===== config.mk =====
export PLATFORM = sky130hd
export DESIGN_NAME = wwdr_top
export DESIGN_NICKNAME = d
export VERILOG_FILES = /design/src/design/wwdr_pkg.sv /design/src/design/wwdr_top.sv
export SDC_FILE = /design/constraint.sdc
export NUM_CORES = 1
export LEC_CHECK = 0
export BUFFER_PORTS_ARGS = -buffer_cell sky130_fd_sc_hd__buf_2
export CAP_MARGIN = 20
export CORE_MARGIN = 2
export CORE_UTILIZATION = 60
export DETAILED_ROUTE_END_ITERATION = 16
export PLACE_DENSITY = 0.8
export SLEW_MARGIN = 20
export SYNTH_ARGS = -nofsm -noshare
export SYNTH_HDL_FRONTEND = slang
export SYNTH_SLANG_ARGS = --single-unit

===== constraint.sdc =====
create_clock -name clk -period 3.75 [get_ports clk]
set_input_delay 0.75 -clock clk [delete_from_list [all_inputs] [get_ports clk]]
set_output_delay 0.75 -clock clk [all_outputs]
set_load 0.01 [all_outputs]

===== src/design/wwdr_pkg.sv =====
// Constants and types of the windowed watchdog register block.
package wwdr_pkg;
    localparam int ADDR_W = 5;
    localparam int CNT_W = 24;
    localparam logic [4:0] OFS_MODE = 5'h00;
    localparam logic [4:0] OFS_RELOAD = 5'h04;
    localparam logic [4:0] OFS_FEED = 5'h08;
    localparam logic [4:0] OFS_COUNT = 5'h0C;
    localparam logic [4:0] OFS_CLOCK_SOURCE_SELECT = 5'h10;
    localparam logic [4:0] OFS_WARN = 5'h14;
    localparam logic [4:0] OFS_WINDOW = 5'h18;
    localparam int BIT_RUN = 0;
    localparam int BIT_CHIPRST = 1;
    localparam int BIT_TOF = 2;
    localparam int BIT_WARN = 3;
    localparam int BIT_GUARD = 4;
    localparam int BIT_LOCK = 5;
    localparam int BIT_SEL_LOCK = 31;
    localparam logic [23:0] RST_RELOAD = 24'h0000FF;
    localparam logic [23:0] RST_COUNT = 24'h0000FF;
    localparam logic [23:0] RST_WARNCMP = 24'h000000;
    localparam logic [23:0] RST_WINDOW = 24'hFFFFFF;
    localparam logic [5:0] RST_MODE = 6'h00;
    localparam logic [7:0] FEED_FIRST = 8'hAA;
    localparam logic [7:0] FEED_SECOND = 8'h55;
    localparam logic [1:0] PRE_LAST = 2'h3;
    localparam logic [2:0] PM_ACTIVE = 3'h0;
    localparam logic [2:0] PM_SLEEP = 3'h1;
    localparam logic [2:0] PM_DEEP_SLEEP = 3'h2;
    localparam logic [2:0] PM_POWER_DOWN = 3'h3;
    localparam logic [2:0] PM_DEEP_PD = 3'h4;
    typedef enum logic {WWDR_FEED_IDLE, WWDR_FEED_ARMED} wwdr_feed_e;
endpackage : wwdr_pkg


===== src/design/wwdr_top.sv =====
// Windowed watchdog register block with counter, feed and mode control.
module wwdr_top (
    input wire logic clk,
    input wire logic nrst,
    input wire logic psel,
    input wire logic penable,
    input wire logic pwrite,
    input wire logic [wwdr_pkg::ADDR_W-1:0] paddr,
    input wire logic [31:0] pwdata,
    output logic [31:0] prdata,
    output logic pready,
    output logic pslverr,
    input wire logic wdclk,
    input wire logic [2:0] power_mode,
    input wire logic core_irq_en,
    input wire logic wakeup_start_en,
    output logic chip_reset,
    output logic warn_irq,
    output logic wake_req,
    output logic clk_lock,
    output logic clk_select
);
    import wwdr_pkg::*;

    logic wdclk_s1_ff, wdclk_s2_ff, wdclk_s3_ff;
    logic [5:0] sh_ff, nxt_sh, eff_ff, nxt_eff;
    logic tof_ff, nxt_tof, wint_ff, nxt_wint;
    logic [23:0] reload_ff, nxt_reload, cnt_ff, nxt_cnt;
    logic [23:0] warn_ff, nxt_warn, win_ff, nxt_win;
    logic sel_ff, nxt_sel, sel_lock_ff, nxt_sel_lock;
    wwdr_feed_e feed_ff, nxt_feed;
    logic [1:0] pre_ff, nxt_pre;
    logic chip_reset_ff, nxt_chip_reset;
    logic [31:0] prdata_ff, nxt_prdata;
    logic pready_ff, nxt_pready, pslverr_ff, nxt_pslverr;
    logic irq_ff, nxt_irq, wake_ff, nxt_wake;
    logic acc, wr, tick, feed_ok, feed_err, early, guard_bad, wd_event;
    logic [23:0] wval;

    assign prdata = prdata_ff;
    assign pready = pready_ff;
    assign pslverr = pslverr_ff;
    assign chip_reset = chip_reset_ff;
    assign warn_irq = irq_ff;
    assign wake_req = wake_ff;
    assign clk_lock = eff_ff[BIT_LOCK];
    assign clk_select = sel_ff;

    // The watchdog clock is foreign, so only its synchronised copy is used.
    always_ff @(posedge clk) begin
        if (!nrst) begin
            wdclk_s1_ff <= 1'b0;
            wdclk_s2_ff <= 1'b0;
            wdclk_s3_ff <= 1'b0;
        end else begin
            wdclk_s1_ff <= wdclk;
            wdclk_s2_ff <= wdclk_s1_ff;
            wdclk_s3_ff <= wdclk_s2_ff;
        end
    end

    always_comb begin
        acc = psel & penable & ~pready_ff;
        wr = acc & pwrite;
        wval = (pwdata[23:0] < RST_RELOAD) ? RST_RELOAD : pwdata[23:0];
        nxt_sh = sh_ff;
        nxt_eff = eff_ff;
        nxt_tof = tof_ff;
        nxt_wint = wint_ff;
        nxt_reload = reload_ff;
        nxt_cnt = cnt_ff;
        nxt_warn = warn_ff;
        nxt_win = win_ff;
        nxt_sel = sel_ff;
        nxt_sel_lock = sel_lock_ff;
        nxt_feed = feed_ff;
        nxt_pre = pre_ff;
        nxt_pready = acc;
        nxt_prdata = 32'h00000000;
        nxt_pslverr = 1'b0;
        feed_ok = 1'b0;
        feed_err = 1'b0;
        early = 1'b0;
        guard_bad = 1'b0;
        tick = 1'b0;
        // Counting stops in deep power-down, where nothing is clocked.
        if (eff_ff[BIT_RUN] && wdclk_s2_ff && !wdclk_s3_ff
                && power_mode != PM_DEEP_PD) begin
            nxt_pre = pre_ff + 2'h1;
            tick = (pre_ff == PRE_LAST);
        end
        if (tick) begin
            nxt_cnt = (cnt_ff == 24'h000000) ? reload_ff : cnt_ff - 24'h000001;
        end
        // Feed sequence tracking; the access after the first byte decides.
        case (feed_ff)
            WWDR_FEED_IDLE: begin
                if (wr && paddr == OFS_FEED && pwdata[7:0] == FEED_FIRST) begin
                    nxt_feed = WWDR_FEED_ARMED;
                end
            end
            WWDR_FEED_ARMED: begin
                if (acc) begin
                    nxt_feed = WWDR_FEED_IDLE;
                    feed_ok = wr && paddr == OFS_FEED
                        && pwdata[7:0] == FEED_SECOND;
                    feed_err = !feed_ok && eff_ff[BIT_RUN];
                end
            end
            default: nxt_feed = WWDR_FEED_IDLE;
        endcase
        if (feed_ok) begin
            nxt_cnt = reload_ff;
            nxt_pre = 2'h0;
            nxt_eff = sh_ff;
            early = eff_ff[BIT_RUN] && cnt_ff > win_ff;
        end
        if (acc) begin
            case (paddr)
                OFS_MODE: nxt_prdata = {26'h0, sh_ff[BIT_LOCK],
                    sh_ff[BIT_GUARD], wint_ff, tof_ff, sh_ff[1:0]};
                OFS_RELOAD: nxt_prdata = {8'h00, reload_ff};
                OFS_FEED: nxt_prdata = 32'h00000000;
                OFS_COUNT: nxt_prdata = {8'h00, cnt_ff};
                OFS_CLOCK_SOURCE_SELECT: nxt_prdata = {sel_lock_ff, 30'h0, sel_ff};
                OFS_WARN: nxt_prdata = {8'h00, warn_ff};
                OFS_WINDOW: nxt_prdata = {8'h00, win_ff};
                default: nxt_pslverr = 1'b1;
            endcase
        end
        if (wr) begin
            case (paddr)
                OFS_MODE: begin
                    // Bits 31:6 are dropped; software should write zero.
                    nxt_sh[BIT_RUN] = sh_ff[BIT_RUN] | pwdata[BIT_RUN];
                    nxt_sh[BIT_CHIPRST] = sh_ff[BIT_CHIPRST]
                        | pwdata[BIT_CHIPRST];
                    nxt_sh[BIT_GUARD] = sh_ff[BIT_GUARD]
                        | pwdata[BIT_GUARD];
                    nxt_sh[BIT_LOCK] = sh_ff[BIT_LOCK] | pwdata[BIT_LOCK];
                    if (!pwdata[BIT_TOF]) begin
                        nxt_tof = 1'b0;
                    end
                    if (pwdata[BIT_WARN]) begin
                        nxt_wint = 1'b0;
                    end
                end
                OFS_RELOAD: begin
                    if (eff_ff[BIT_GUARD]
                            && !(cnt_ff < warn_ff && cnt_ff < win_ff)) begin
                        guard_bad = 1'b1;
                    end else begin
                        nxt_reload = wval;
                    end
                end
                OFS_CLOCK_SOURCE_SELECT: begin
                    if (!sel_lock_ff) begin
                        nxt_sel = pwdata[0];
                    end
                    nxt_sel_lock = sel_lock_ff | pwdata[BIT_SEL_LOCK];
                end
                OFS_WARN: nxt_warn = pwdata[23:0];
                OFS_WINDOW: nxt_win = pwdata[23:0];
                default: ;
            endcase
        end
        // Hardware sets come last so a same-cycle software clear loses.
        if (tick && cnt_ff != 24'h000000
                && cnt_ff - 24'h000001 == warn_ff) begin
            nxt_wint = 1'b1;
        end
        wd_event = (tick && cnt_ff == 24'h000001) || feed_err
            || early || guard_bad;
        if (wd_event) begin
            nxt_tof = 1'b1;
        end
        nxt_chip_reset = wd_event && eff_ff[BIT_CHIPRST];
        // The pulse acts as the watchdog's own reset one cycle later.
        if (chip_reset_ff) begin
            nxt_sh = RST_MODE;
            nxt_eff = RST_MODE;
            // A flag clear written during the pulse must not hide the cause.
            nxt_tof = tof_ff;
            nxt_wint = 1'b0;
            nxt_reload = RST_RELOAD;
            nxt_cnt = RST_COUNT;
            nxt_warn = RST_WARNCMP;
            nxt_win = RST_WINDOW;
            nxt_sel = 1'b0;
            nxt_sel_lock = 1'b0;
            nxt_feed = WWDR_FEED_IDLE;
            nxt_pre = 2'h0;
            nxt_chip_reset = 1'b0;
        end
        nxt_irq = nxt_wint && power_mode != PM_DEEP_PD;
        nxt_wake = nxt_wint && core_irq_en && (power_mode == PM_SLEEP
            || ((power_mode == PM_DEEP_SLEEP
            || power_mode == PM_POWER_DOWN) && wakeup_start_en));
    end

    always_ff @(posedge clk) begin
        if (!nrst) begin
            sh_ff <= RST_MODE;
            eff_ff <= RST_MODE;
            tof_ff <= 1'b0;
            wint_ff <= 1'b0;
            reload_ff <= RST_RELOAD;
            cnt_ff <= RST_COUNT;
            warn_ff <= RST_WARNCMP;
            win_ff <= RST_WINDOW;
            sel_ff <= 1'b0;
            sel_lock_ff <= 1'b0;
            feed_ff <= WWDR_FEED_IDLE;
            pre_ff <= 2'h0;
            chip_reset_ff <= 1'b0;
            prdata_ff <= 32'h00000000;
            pready_ff <= 1'b0;
            pslverr_ff <= 1'b0;
            irq_ff <= 1'b0;
            wake_ff <= 1'b0;
        end else begin
            sh_ff <= nxt_sh;
            eff_ff <= nxt_eff;
            tof_ff <= nxt_tof;
            wint_ff <= nxt_wint;
            reload_ff <= nxt_reload;
            cnt_ff <= nxt_cnt;
            warn_ff <= nxt_warn;
            win_ff <= nxt_win;
            sel_ff <= nxt_sel;
            sel_lock_ff <= nxt_sel_lock;
            feed_ff <= nxt_feed;
            pre_ff <= nxt_pre;
            chip_reset_ff <= nxt_chip_reset;
            prdata_ff <= nxt_prdata;
            pready_ff <= nxt_pready;
            pslverr_ff <= nxt_pslverr;
            irq_ff <= nxt_irq;
            wake_ff <= nxt_wake;
        end
    end
endmodule : wwdr_top


==> results of run 1 <==
[sequential cells by signal (all words and copies together), names as in the netlist]
register	flops
prdata	25
cnt_ff	24
reload_ff	24
warn_ff	24
win_ff	24
eff_ff	4
sh_ff	4
pre_ff	2
chip_reset	1
clk_select	1
feed_ff	1
pready	1
pslverr	1
sel_lock_ff	1
tof_ff	1
wake_req	1
warn_irq	1
wdclk_s1_ff	1
wdclk_s2_ff	1
wdclk_s3_ff	1
wint_ff	1
[Yosys cell counts, drive strengths merged, types with 3 or more instances]
cell type and number:
a31oi 3, nor2 103, or4 4, nand3b 4, a211oi 6, clkbuf 42, nor3 17, ha 52
buf 33, nor4 15, o211ai 32, and2 10, o21ai 35, inv 52, o41ai 4, nand2 147
a22oi 10, a21oi 71, mux2i 56, o31ai 8, xor2 11, nand3 16, a21o 17, dfxtp 144
mux2 9, xnor2 22, nor3b 4, or3 10, nand2b 9, a221oi 24, nor2b 3, o22ai 7
nand4b 4, and4 4, nand4 17
[stage by stage]
step	area (um2)	hold WS (ns)	power, W	worst slack [ns]
final	9610	0.436	0.00342	0.628
after global routing	9610	0.452	0.00351	0.519
after CTS	9610	0.440	0.00342	0.722
after detailed placement	9020	0.424	0.00172	0.626
after global placement	9020	0.414	0.00172	0.686
after floorplan	8530	0.411	0.00166	1.12
[worst paths after layout]
kind                                    end  depth (start not counted)        start
worst max register to register     warn_irq                          9    cnt_ff[0]
worst max-delay path               warn_irq                          9    cnt_ff[0]
worst min register to register  wdclk_s2_ff                          1  wdclk_s1_ff
worst min-delay path            wdclk_s2_ff                          1  wdclk_s1_ff
[cell families after synthesis]
group           synth area share (%)
mux                             7.78
fa+ha+maj                       7.65
buf+inv                         6.65
simple gates                    22.1
flops                           33.9
xor+xnor                        3.40
compound gates                  18.5
other cells                   0.0441
[layout make-up]
type	instances	area (um2)	area share [%]
clock inverters	6	108	1.12
multi-input cells	775	5100	53.1
flip-flops and latches	144	2880	30.0
repair buffers	103	618	6.43
well taps	180	225	2.34
inverters	52	195	2.03
clock buffers	23	478	4.98
[worst register-to-register path, cell delays in order, from the launching register on]
cell and delay, ns:
dfxtp_1 0.31, inv_1 0.18, ha_1 0.48, nor3b_1 0.46, nand2_1 0.17, xnor2_1 0.21, or4_1 0.43, nand4b_1 0.20
nand4b_1 0.34, o31ai_1 0.26
[power groups by stage]
stage / Combinational, W / Clock (W) / Sequential, W
6_report: 0.000155 / 0.00173 / 0.00154
5_1_grt: 0.000164 / 0.00181 / 0.00154
4_1_cts: 0.000151 / 0.00173 / 0.00154
3_5_place_dp: 0.000150 / 0 / 0.00157
3_3_place_gp: 0.000148 / 0 / 0.00157
2_1_floorplan: 0.0000860 / 0 / 0.00157
[metal layers]
metal / share of wire, % / vias to the layer above
li1: - / 3795
met1: 42 / 3829
met2: 45 / 438
met3: 10 / 56
met4: 2.7 / 0
met5: 0 / -
==> metrics.md, run 1 <==
| Metric | Value |
|---|---|
| Outcome | `finished, final reports clean` |
| Slew headroom | `a little over a third` |
| First-pass GRT wire length | `between 30 and 40 mm` |
| Area of the core | `0.0139 mm2` |
| Switching power | `about 0.00075 W` |
| Area growth, synth to finish | `12.9%` |
| Cell variety after synth | `78` |
| Setup Viol. Count Final | `0` |
| Final routed DRC violation total | `0` |
| Die ar. | `approximately 0.015 mm2` |
| GRT busiest layer | `met2` |
| Worst Skew | `between 0.01 and 0.015 ns` |
| Clock Latency Late Sink | `0.44 ns` |
| MaxCap Viol Count | `0` |
| Worst slew pin tran | `about 0.95 ns` |
| Post-Syn Instances | `around 1000` |
| CTS buffer count | `17` |
| Cell Rows | `between 40 and 50` |
| Critical path arrival | `between 3 and 4 ns` |
| Die Wd | `roughly 120 um` |
| Crit-path leading delay family | `simple AND/OR/NAND/NOR gates` |
| Met2 GRT Util | `about half` |
| Area share of the largest cell type after synthesis | `around a third` |
| DRT iter0 DRCs | `843` |
| Pins Over Slew Limit | `0` |
| CTS clk-pin slew, worst paths | `roughly 0.06 ns` |
| CP dominant cell by count | `nand4b_1` |
| Top_reg_cell synth | `dfxtp_1` |
| Sequential fraction of the synthesis area | `33.9%` |
| Layout filler cell count | `around 1100` |
| Final WL | `about 25 mm` |
| Most frequent cells in the layout | `nand2_1 (147), dfxtp_1 (144), nor2_1 (100)` |
| Hold Path Class | `reg2reg` |
| Yosys top cell by area | `dfxtp_1` |
| Vias post-DR | `8118` |
| Fin util | `69.2%` |
| Syn Area/Cell | `slightly above 8 um2` |
| Initial antenna violation count | `0` |
| Buffers on Ports | `72` |
| Nets@finish | `roughly 1200` |
| RSZ-0062 raised after global routing | `false` |
| Peak fanout along the critical path | `10` |
| Ratio of cells with drive above 1 in the final layout | `14.8%` |
| Warnings from Yosys | `0` |
| Mapped cell area | `0.00850 mm2` |
| Post-synth EDFFs | `0` |
| WP buf/inv | `1` |
| Post-CTS resize count | `0` |
| Largest net degree at the start of global routing | `67` |
| CTS tree | `done` |
| Placer Congestion | `0.938` |
| WL per Instance | `approximately 19 um` |
| Finished Layout Cells | `1283` |
| CP Cell Sequence | `inv_1 > ha_1 > nor3b_1 > nand2_1 > xnor2_1 > or4_1 > nand4b_1 > nand4b_1 > o31ai_1` |
| M1 GR Usage | `44.7%` |
| Max Clk Rate | `about 320 MHz` |
| CP Capture Type | `flip-flop` |
| Post-DP HPWL | `about 17 mm` |
| Synth top area cells | `dfxtp_1 (34%), ha_1 (7.7%), mux2i_1 (6.6%)` |
| Sum of negative setup slack | `0 ns` |
| Internal power | `between 0.002 and 0.003 W` |
| CP peak stage delay | `~0.48 ns` |
| Vias per cell | `~6.3` |
| Final Hold Fails | `0` |
| All-Layer GR Usage | `approximately a third` |
| Pwr per Cell Area | `~360 mW/mm2` |
| Sequential Power Share | `roughly 45%` |
| Die Ht | `~120 um` |
| CP max stage cell | `ha_1` |
| Worst Setup Path Type | `reg2reg` |
| Antenna Nets Post-Route | `0` |
| Clk buf depth | `2` |
| H-tree Lvls | `4` |
| Placed cell count | `1254` |
| Vias in the first global route | `roughly 7500` |
| # hold bufs at CTS | `0` |
| Clk network pwr share | `roughly half` |
| FFs w/ async S/R, synth | `0%` |
| Initial Util | `61.3%` |
| Register-to-register path setup slack | `between 0.6 and 0.7 ns` |
| Final period util | `a little over four fifths` |
| Pre-antenna DRT Iters | `6` |
| Max IR drop VDD | `around 350 uV` |
| Clock tree sinks | `roughly 140` |
| Fin crit period | `approximately 3.1 ns` |
| Sw frac | `a little over a fifth` |
| GRT Residual Overflow | `0` |
| Combinational cell fraction of total power | `4.5%` |
| Top Ports | `87` |
| Crit start category | `flip-flop` |
| Root Driver | `clkbuf_16` |
| N_diodes | `0` |
| Most common cell after layout, fill and taps aside | `nand2_1` |
| GR Util met3 | `under 10%` |
| Post-CTS Setup Bufs | `0` |
| Synthesis-stage register bit count | `about 140` |
| Critical path required time | `a little over 4 ns` |
| Leakage | `around 3.9 nW` |
Power figures use the tool's default switching activity.
==> run 2, diff against run 1 <==
- clock period: 3.75 -> 3.2 ns (I/O delays scaled with it)
==> metrics.md, run 2 (synthesis results as in run 1) <==
| Metric | Value |
|---|---|
| Nets@finish | `1207 (+1.2%)` |
| Critical path required time | `3.50 ns (-0.60 ns)` |
| Vias per cell | `6.31 (-0.27%)` |
| Final WL | `24.7 mm (+0.73%)` |
| Worst Setup Path Type | `reg2reg` |
| GRT Residual Overflow | `0 (unchanged)` |
| WP buf/inv | `1 (unchanged)` |
| Outcome | `finished, final reports clean` |
| Largest register FFs | `25 (unchanged)` |
| Final period util | `93.5% (+10 points)` |
| Pwr Total | `0.00398 W (+17%)` |
| Hold Path Class | `in2reg` |
| Ratio of cells with drive above 1 in the final layout | `16.4% (+1.7 points)` |
| CP Capture Type | `flip-flop` |
| CP dominant cell by count | `a21oi_1` |
| Setup Viol. Count Final | `0 (unchanged)` |
| CP peak stage delay | `0.61 ns (+0.13 ns)` |
| Fin util | `70.1% (+0.91 points)` |
| Slew headroom | `47.4% (+11 points)` |
| Worst Skew | `0.00779 ns (-0.00411 ns)` |
| First-pass GRT wire length | `39.0 mm (+0.32%)` |
| CTS buffer count | `17 (unchanged)` |
| RSZ-0062 raised after global routing | `false` |
| H-tree Lvls | `4 (unchanged)` |
| Pre-antenna DRT Iters | `6 (unchanged)` |
| N_diodes | `0 (unchanged)` |
| Clock tree sinks | `144 (unchanged)` |
| Pwr per Cell Area | `409 mW/mm2 (+15%)` |
| Placed cell count | `1268 (+1.1%)` |
| Area of the core | `0.0139 mm2 (unchanged)` |
| Post-DP HPWL | `17.0 mm (-0.14%)` |
| # hold bufs at CTS | `0 (unchanged)` |
| Final Hold Fails | `0 (unchanged)` |
| Initial antenna violation count | `0 (unchanged)` |
| CP max stage cell | `o311ai_0` |
| DRT iter0 DRCs | `858 (+1.8%)` |
| Buffers on Ports | `72 (unchanged)` |
| Max IR drop VDD | `409 uV (+16%)` |
| Max Clk Rate | `334 MHz (+4.4%)` |
| Die ar. | `0.0151 mm2 (unchanged)` |
| Clock Latency Late Sink | `0.44 ns (about the same)` |
| Post-CTS resize count | `0 (unchanged)` |
| Cell Rows | `43 (unchanged)` |
| Final routed DRC violation total | `0 (unchanged)` |
| Post-CTS Setup Bufs | `0 (unchanged)` |
| Antenna Nets Post-Route | `0 (unchanged)` |
| Crit start category | `flip-flop` |
| Vias post-DR | `8203 (+1.0%)` |
| Placer Congestion | `0.976 (+4.1%)` |
| CTS clk-pin slew, worst paths | `0.06 ns (about the same)` |
| Most common cell after layout, fill and taps aside | `nand2_1` |
| MaxCap Viol Count | `0 (unchanged)` |
| Die Wd | `123 um (unchanged)` |
| Dpl ws | `0.175 ns (-0.451 ns)` |
| Clk buf depth | `2 (unchanged)` |
| CTS tree | `done` |
| Top Ports | `87 (unchanged)` |
| Fin crit period | `2.99 ns (-0.130 ns)` |
| Setup ws final | `0.208 ns (-0.420 ns)` |
| All-Layer GR Usage | `33.5% (about the same)` |
| CP Cell Sequence | `ha_1 > a21oi_1 > a21oi_1 > a2111oi_0 > buf_4 > o211ai_1 > o311ai_0 > a31oi_1` |
| Vias in the first global route | `7439 (-1.2%)` |
| Area growth, synth to finish | `14.4%` |
| Die Ht | `123 um (unchanged)` |
| Leakage | `3.97 nW (+1.8%)` |
| Sum of negative setup slack | `0 ns (unchanged)` |
| Layout filler cell count | `1109 (-2.6%)` |
| Initial Util | `61.3% (unchanged)` |
| WL per Instance | `19.0 um (-0.59%)` |
| Largest net degree at the start of global routing | `67 (unchanged)` |
| Critical path arrival | `3.29 ns (-0.18 ns)` |
| Crit-path leading delay family | `compound AO/OA/AOI/OAI gates` |
| Peak fanout along the critical path | `12 (+2)` |
| Most frequent cells in the layout | `nand2_1 (147), dfxtp_1 (144), nor2_1 (100)` |
| Finished Layout Cells | `1300 (+1.3%)` |
| Pins Over Slew Limit | `0 (unchanged)` |
| Worst slew pin tran | `0.790 ns (-0.163 ns)` |
| Root Driver | `clkbuf_16` |
==> run 2: stage by stage <==
stage                     hold slack, ns  instance area (um2)
final                              0.408                 9730
after global placement             0.414                 9140
after floorplan                    0.411                 8530
after detailed placement           0.434                 9140
after CTS                          0.402                 9730
after global routing               0.424                 9730
==> run 2: worst paths after layout <==
kind	cells past startpoint	startpoint	slack, ns	end
worst min-delay path	2	wdclk	0.41	wdclk_s1_ff
worst min register to register	1	wdclk_s1_ff	0.44	wdclk_s2_ff
worst max-delay path	8	cnt_ff[19]	0.21	tof_ff
worst max register to register	8	cnt_ff[19]	0.21	tof_ff
==> run 2: per-layer routing <==
layer,track usage (%),share of wire (%),vias to the layer above
li1,-,-,3838
met4,13.4,2.7,0
met2,51.3,45,433
met5,0,0,-
met3,7.75,9.9,63
met1,45.7,42,3869
==> run 2: report_power, final <==
part	leakage, nW	total [W]	switching (W)	internal (W)
registers	1.16	0.00180	0.00000319	0.00180
logic	2.53	0.000184	0.000123	0.0000616
clock network	0.273	0.00200	0.000814	0.00118
total	3.97	0.00398	0.000940	0.00304
==> run 2: layout make-up <==
cell class                      instances  area [um2]  share of cell area (%)
Timing Repair Buffer                  117         736                    7.56
Clock buffer                           19         453                    4.65
Sequential cell                       144        2880                    29.6
Inverter                               52         195                    2.01
Clock inverter                         13         138                    1.41
Tap cell                              180         225                    2.31
Multi-Input combinational cell        775        5100                    52.4
==> run 3, diff against run 2 <==
- BUFFER_PORTS_ARGS: -buffer_cell sky130_fd_sc_hd__buf_2 -> not set
- DONT_BUFFER_PORTS: not set -> 1
- PLACE_DENSITY: 0.8 -> 0.75
==> metrics.md, run 3 (synthesis results as in run 1) <==
| Metric | Value |
|---|---|
| Die Ht | `123 um (unchanged)` |
| DRT iter0 DRCs | `763 (-11%)` |
| Antenna Nets Post-Route | `0 (unchanged)` |
| MaxCap Viol Count | `0 (unchanged)` |
| Final routed DRC violation total | `0 (unchanged)` |
| Switching power | `0.000847 W (-9.9%)` |
| Post-CTS Setup Bufs | `0 (unchanged)` |
| CTS buffer count | `17 (unchanged)` |
| CP Capture Type | `flip-flop` |
| WL per Instance | `19.8 um (+4.0%)` |
| Combinational cell fraction of total power | `3.0% (-1.6 points)` |
| GR Util met3 | `8.44% (+0.69 points)` |
| CTS clk-pin slew, worst paths | `0.06 ns (about the same)` |
| Nets@finish | `1135 (-6.0%)` |
| All-Layer GR Usage | `32.7% (-0.79 points)` |
| Max IR drop VDD | `527 uV (+29%)` |
| Final Hold Fails | `0 (unchanged)` |
| Initial Util | `61.3% (unchanged)` |
| Post-CTS resize count | `0 (unchanged)` |
| Critical path arrival | `3.16 ns (-0.13 ns)` |
| Clk network pwr share | `49.1% (-1.1 points)` |
| RSZ-0062 raised after global routing | `false` |
| Internal power | `0.00291 W (-4.2%)` |
| Pins Over Slew Limit | `0 (unchanged)` |
| Vias post-DR | `7767 (-5.3%)` |
| Die ar. | `0.0151 mm2 (unchanged)` |
| Worst Skew | `0.0109 ns (+0.00308 ns)` |
| Setup Viol. Count Final | `0 (unchanged)` |
| Sw frac | `22.5% (-1.1 points)` |
| CTS tree | `done` |
| Largest net degree at the start of global routing | `67 (unchanged)` |
| Ratio of cells with drive above 1 in the final layout | `10.3% (-6.1 points)` |
| Cell Rows | `43 (unchanged)` |
| Final period util | `88.2% (-5.3 points)` |
| H-tree Lvls | `4 (unchanged)` |
| Clk buf depth | `2 (unchanged)` |
| Slew headroom | `49.6% (+2.2 points)` |
| Outcome | `finished, final reports clean` |
| Vias in the first global route | `7118 (-4.3%)` |
| Pwr per Cell Area | `404 mW/mm2 (-1.4%)` |
| N_diodes | `0 (unchanged)` |
| Met2 GRT Util | `49.9% (-1.4 points)` |
| GRT busiest layer | `met2` |
| Vias per cell | `6.34 (+0.40%)` |
| Leakage | `3.60 nW (-9.2%)` |
| Area growth, synth to finish | `9.55%` |
| Clock Latency Late Sink | `0.43 ns (about the same)` |
| Placer Congestion | `0.951 (-2.6%)` |
| Worst slew pin tran | `0.756 ns (-0.0337 ns)` |
| Pre-antenna DRT Iters | `6 (unchanged)` |
| Max Clk Rate | `354 MHz (+6.0%)` |
| Post-DP HPWL | `17.0 mm (+0.20%)` |
| Root Driver | `clkbuf_16` |
| Initial antenna violation count | `0 (unchanged)` |
| Clock tree sinks | `144 (unchanged)` |
| Final WL | `24.2 mm (-1.9%)` |
| Peak fanout along the critical path | `5 (-7)` |
| Die Wd | `123 um (unchanged)` |
| Area of the core | `0.0139 mm2 (unchanged)` |
| Fin crit period | `2.82 ns (-0.169 ns)` |
| Crit start category | `flip-flop` |
| Fin util | `67.1% (-3.0 points)` |
| Buffers on Ports | `0 (-100%)` |
| Most common cell after layout, fill and taps aside | `nand2_1` |
| GRT Residual Overflow | `0 (unchanged)` |
| Sum of negative setup slack | `0 ns (unchanged)` |
| Critical path required time | `3.54 ns (+0.04 ns)` |
| First-pass GRT wire length | `38.1 mm (-2.5%)` |
| Sequential Power Share | `47.9% (+2.7 points)` |
| Hold Path Class | `in2reg` |
| Largest register FFs | `25 (unchanged)` |
| # hold bufs at CTS | `0 (unchanged)` |
| Most frequent cells in the layout | `nand2_1 (147), dfxtp_1 (144), nor2_1 (100)` |
| Top Ports | `87 (unchanged)` |
| M1 GR Usage | `44.8% (-0.84 points)` |
| Worst Setup Path Type | `reg2reg` |
## run 3: through the flow
stage | instance area (um2) | hold slack, ns | cells | setup WS, ns | total power (W)
6_report | 9320 | 0.333 | 1226 | 0.377 | 0.00376
5_1_grt | 9320 | 0.330 | 1226 | 0.176 | 0.00385
4_1_cts | 9320 | 0.327 | 1226 | 0.420 | 0.00377
3_5_place_dp | 8780 | 0.422 | 1196 | 0.323 | 0.00195
3_3_place_gp | 8780 | 0.423 | 1196 | 0.382 | 0.00195
2_1_floorplan | 8530 | 0.411 | 1046 | 0.683 | 0.00194
## run 3: path summary, 6_finish.rpt
kind,startpoint,endpoint,slack [ns],cells past startpoint
worst max-delay path,cnt_ff[1],warn_irq,0.38,9
worst min-delay path,nrst,wdclk_s2_ff,0.33,1
worst max register to register,cnt_ff[1],warn_irq,0.38,9
worst min register to register,eff_ff[1],chip_reset,0.43,2
## run 3: critical path: stages (launching register included)
cell and delay [ns]:
dfxtp_1 0.38, inv_1 0.15, ha_1 0.23, nor3b_1 0.39
nand2_1 0.15, xnor2_1 0.19, or4_1 0.47, nand4b_1 0.19
nand4b_1 0.33, o31ai_1 0.25
## run 3: routing by layer
| metal | wire (um) | vias up |
|---|---|---|
| met4 | 657 | 0 |
| li1 | - | 3677 |
| met1 | 10500 | 3657 |
| met2 | 10600 | 380 |
| met3 | 2420 | 53 |
| met5 | 0 | - |
## run 3: area by class of cell
| class | instances | area [um2] |
|---|---|---|
| Clock buffer | 20 | 447 |
| Clock inverter | 10 | 91.3 |
| Fill cell | 1186 | 4560 |
| Inverter | 52 | 195 |
| Multi-Input combinational cell | 775 | 5100 |
| Sequential cell | 144 | 2880 |
| Tap cell | 180 | 225 |
| Timing Repair Buffer | 45 | 375 |
## run 3: power groups by stage
stage	Clock (W)	Sequential (W)	Combinational, W
finish	0.00185	0.00180	0.000113
global route	0.00193	0.00180	0.000123
CTS	0.00186	0.00180	0.000112
detailed placement	0	0.00184	0.000112
global placement	0	0.00184	0.000110
floorplan	0	0.00184	0.000101
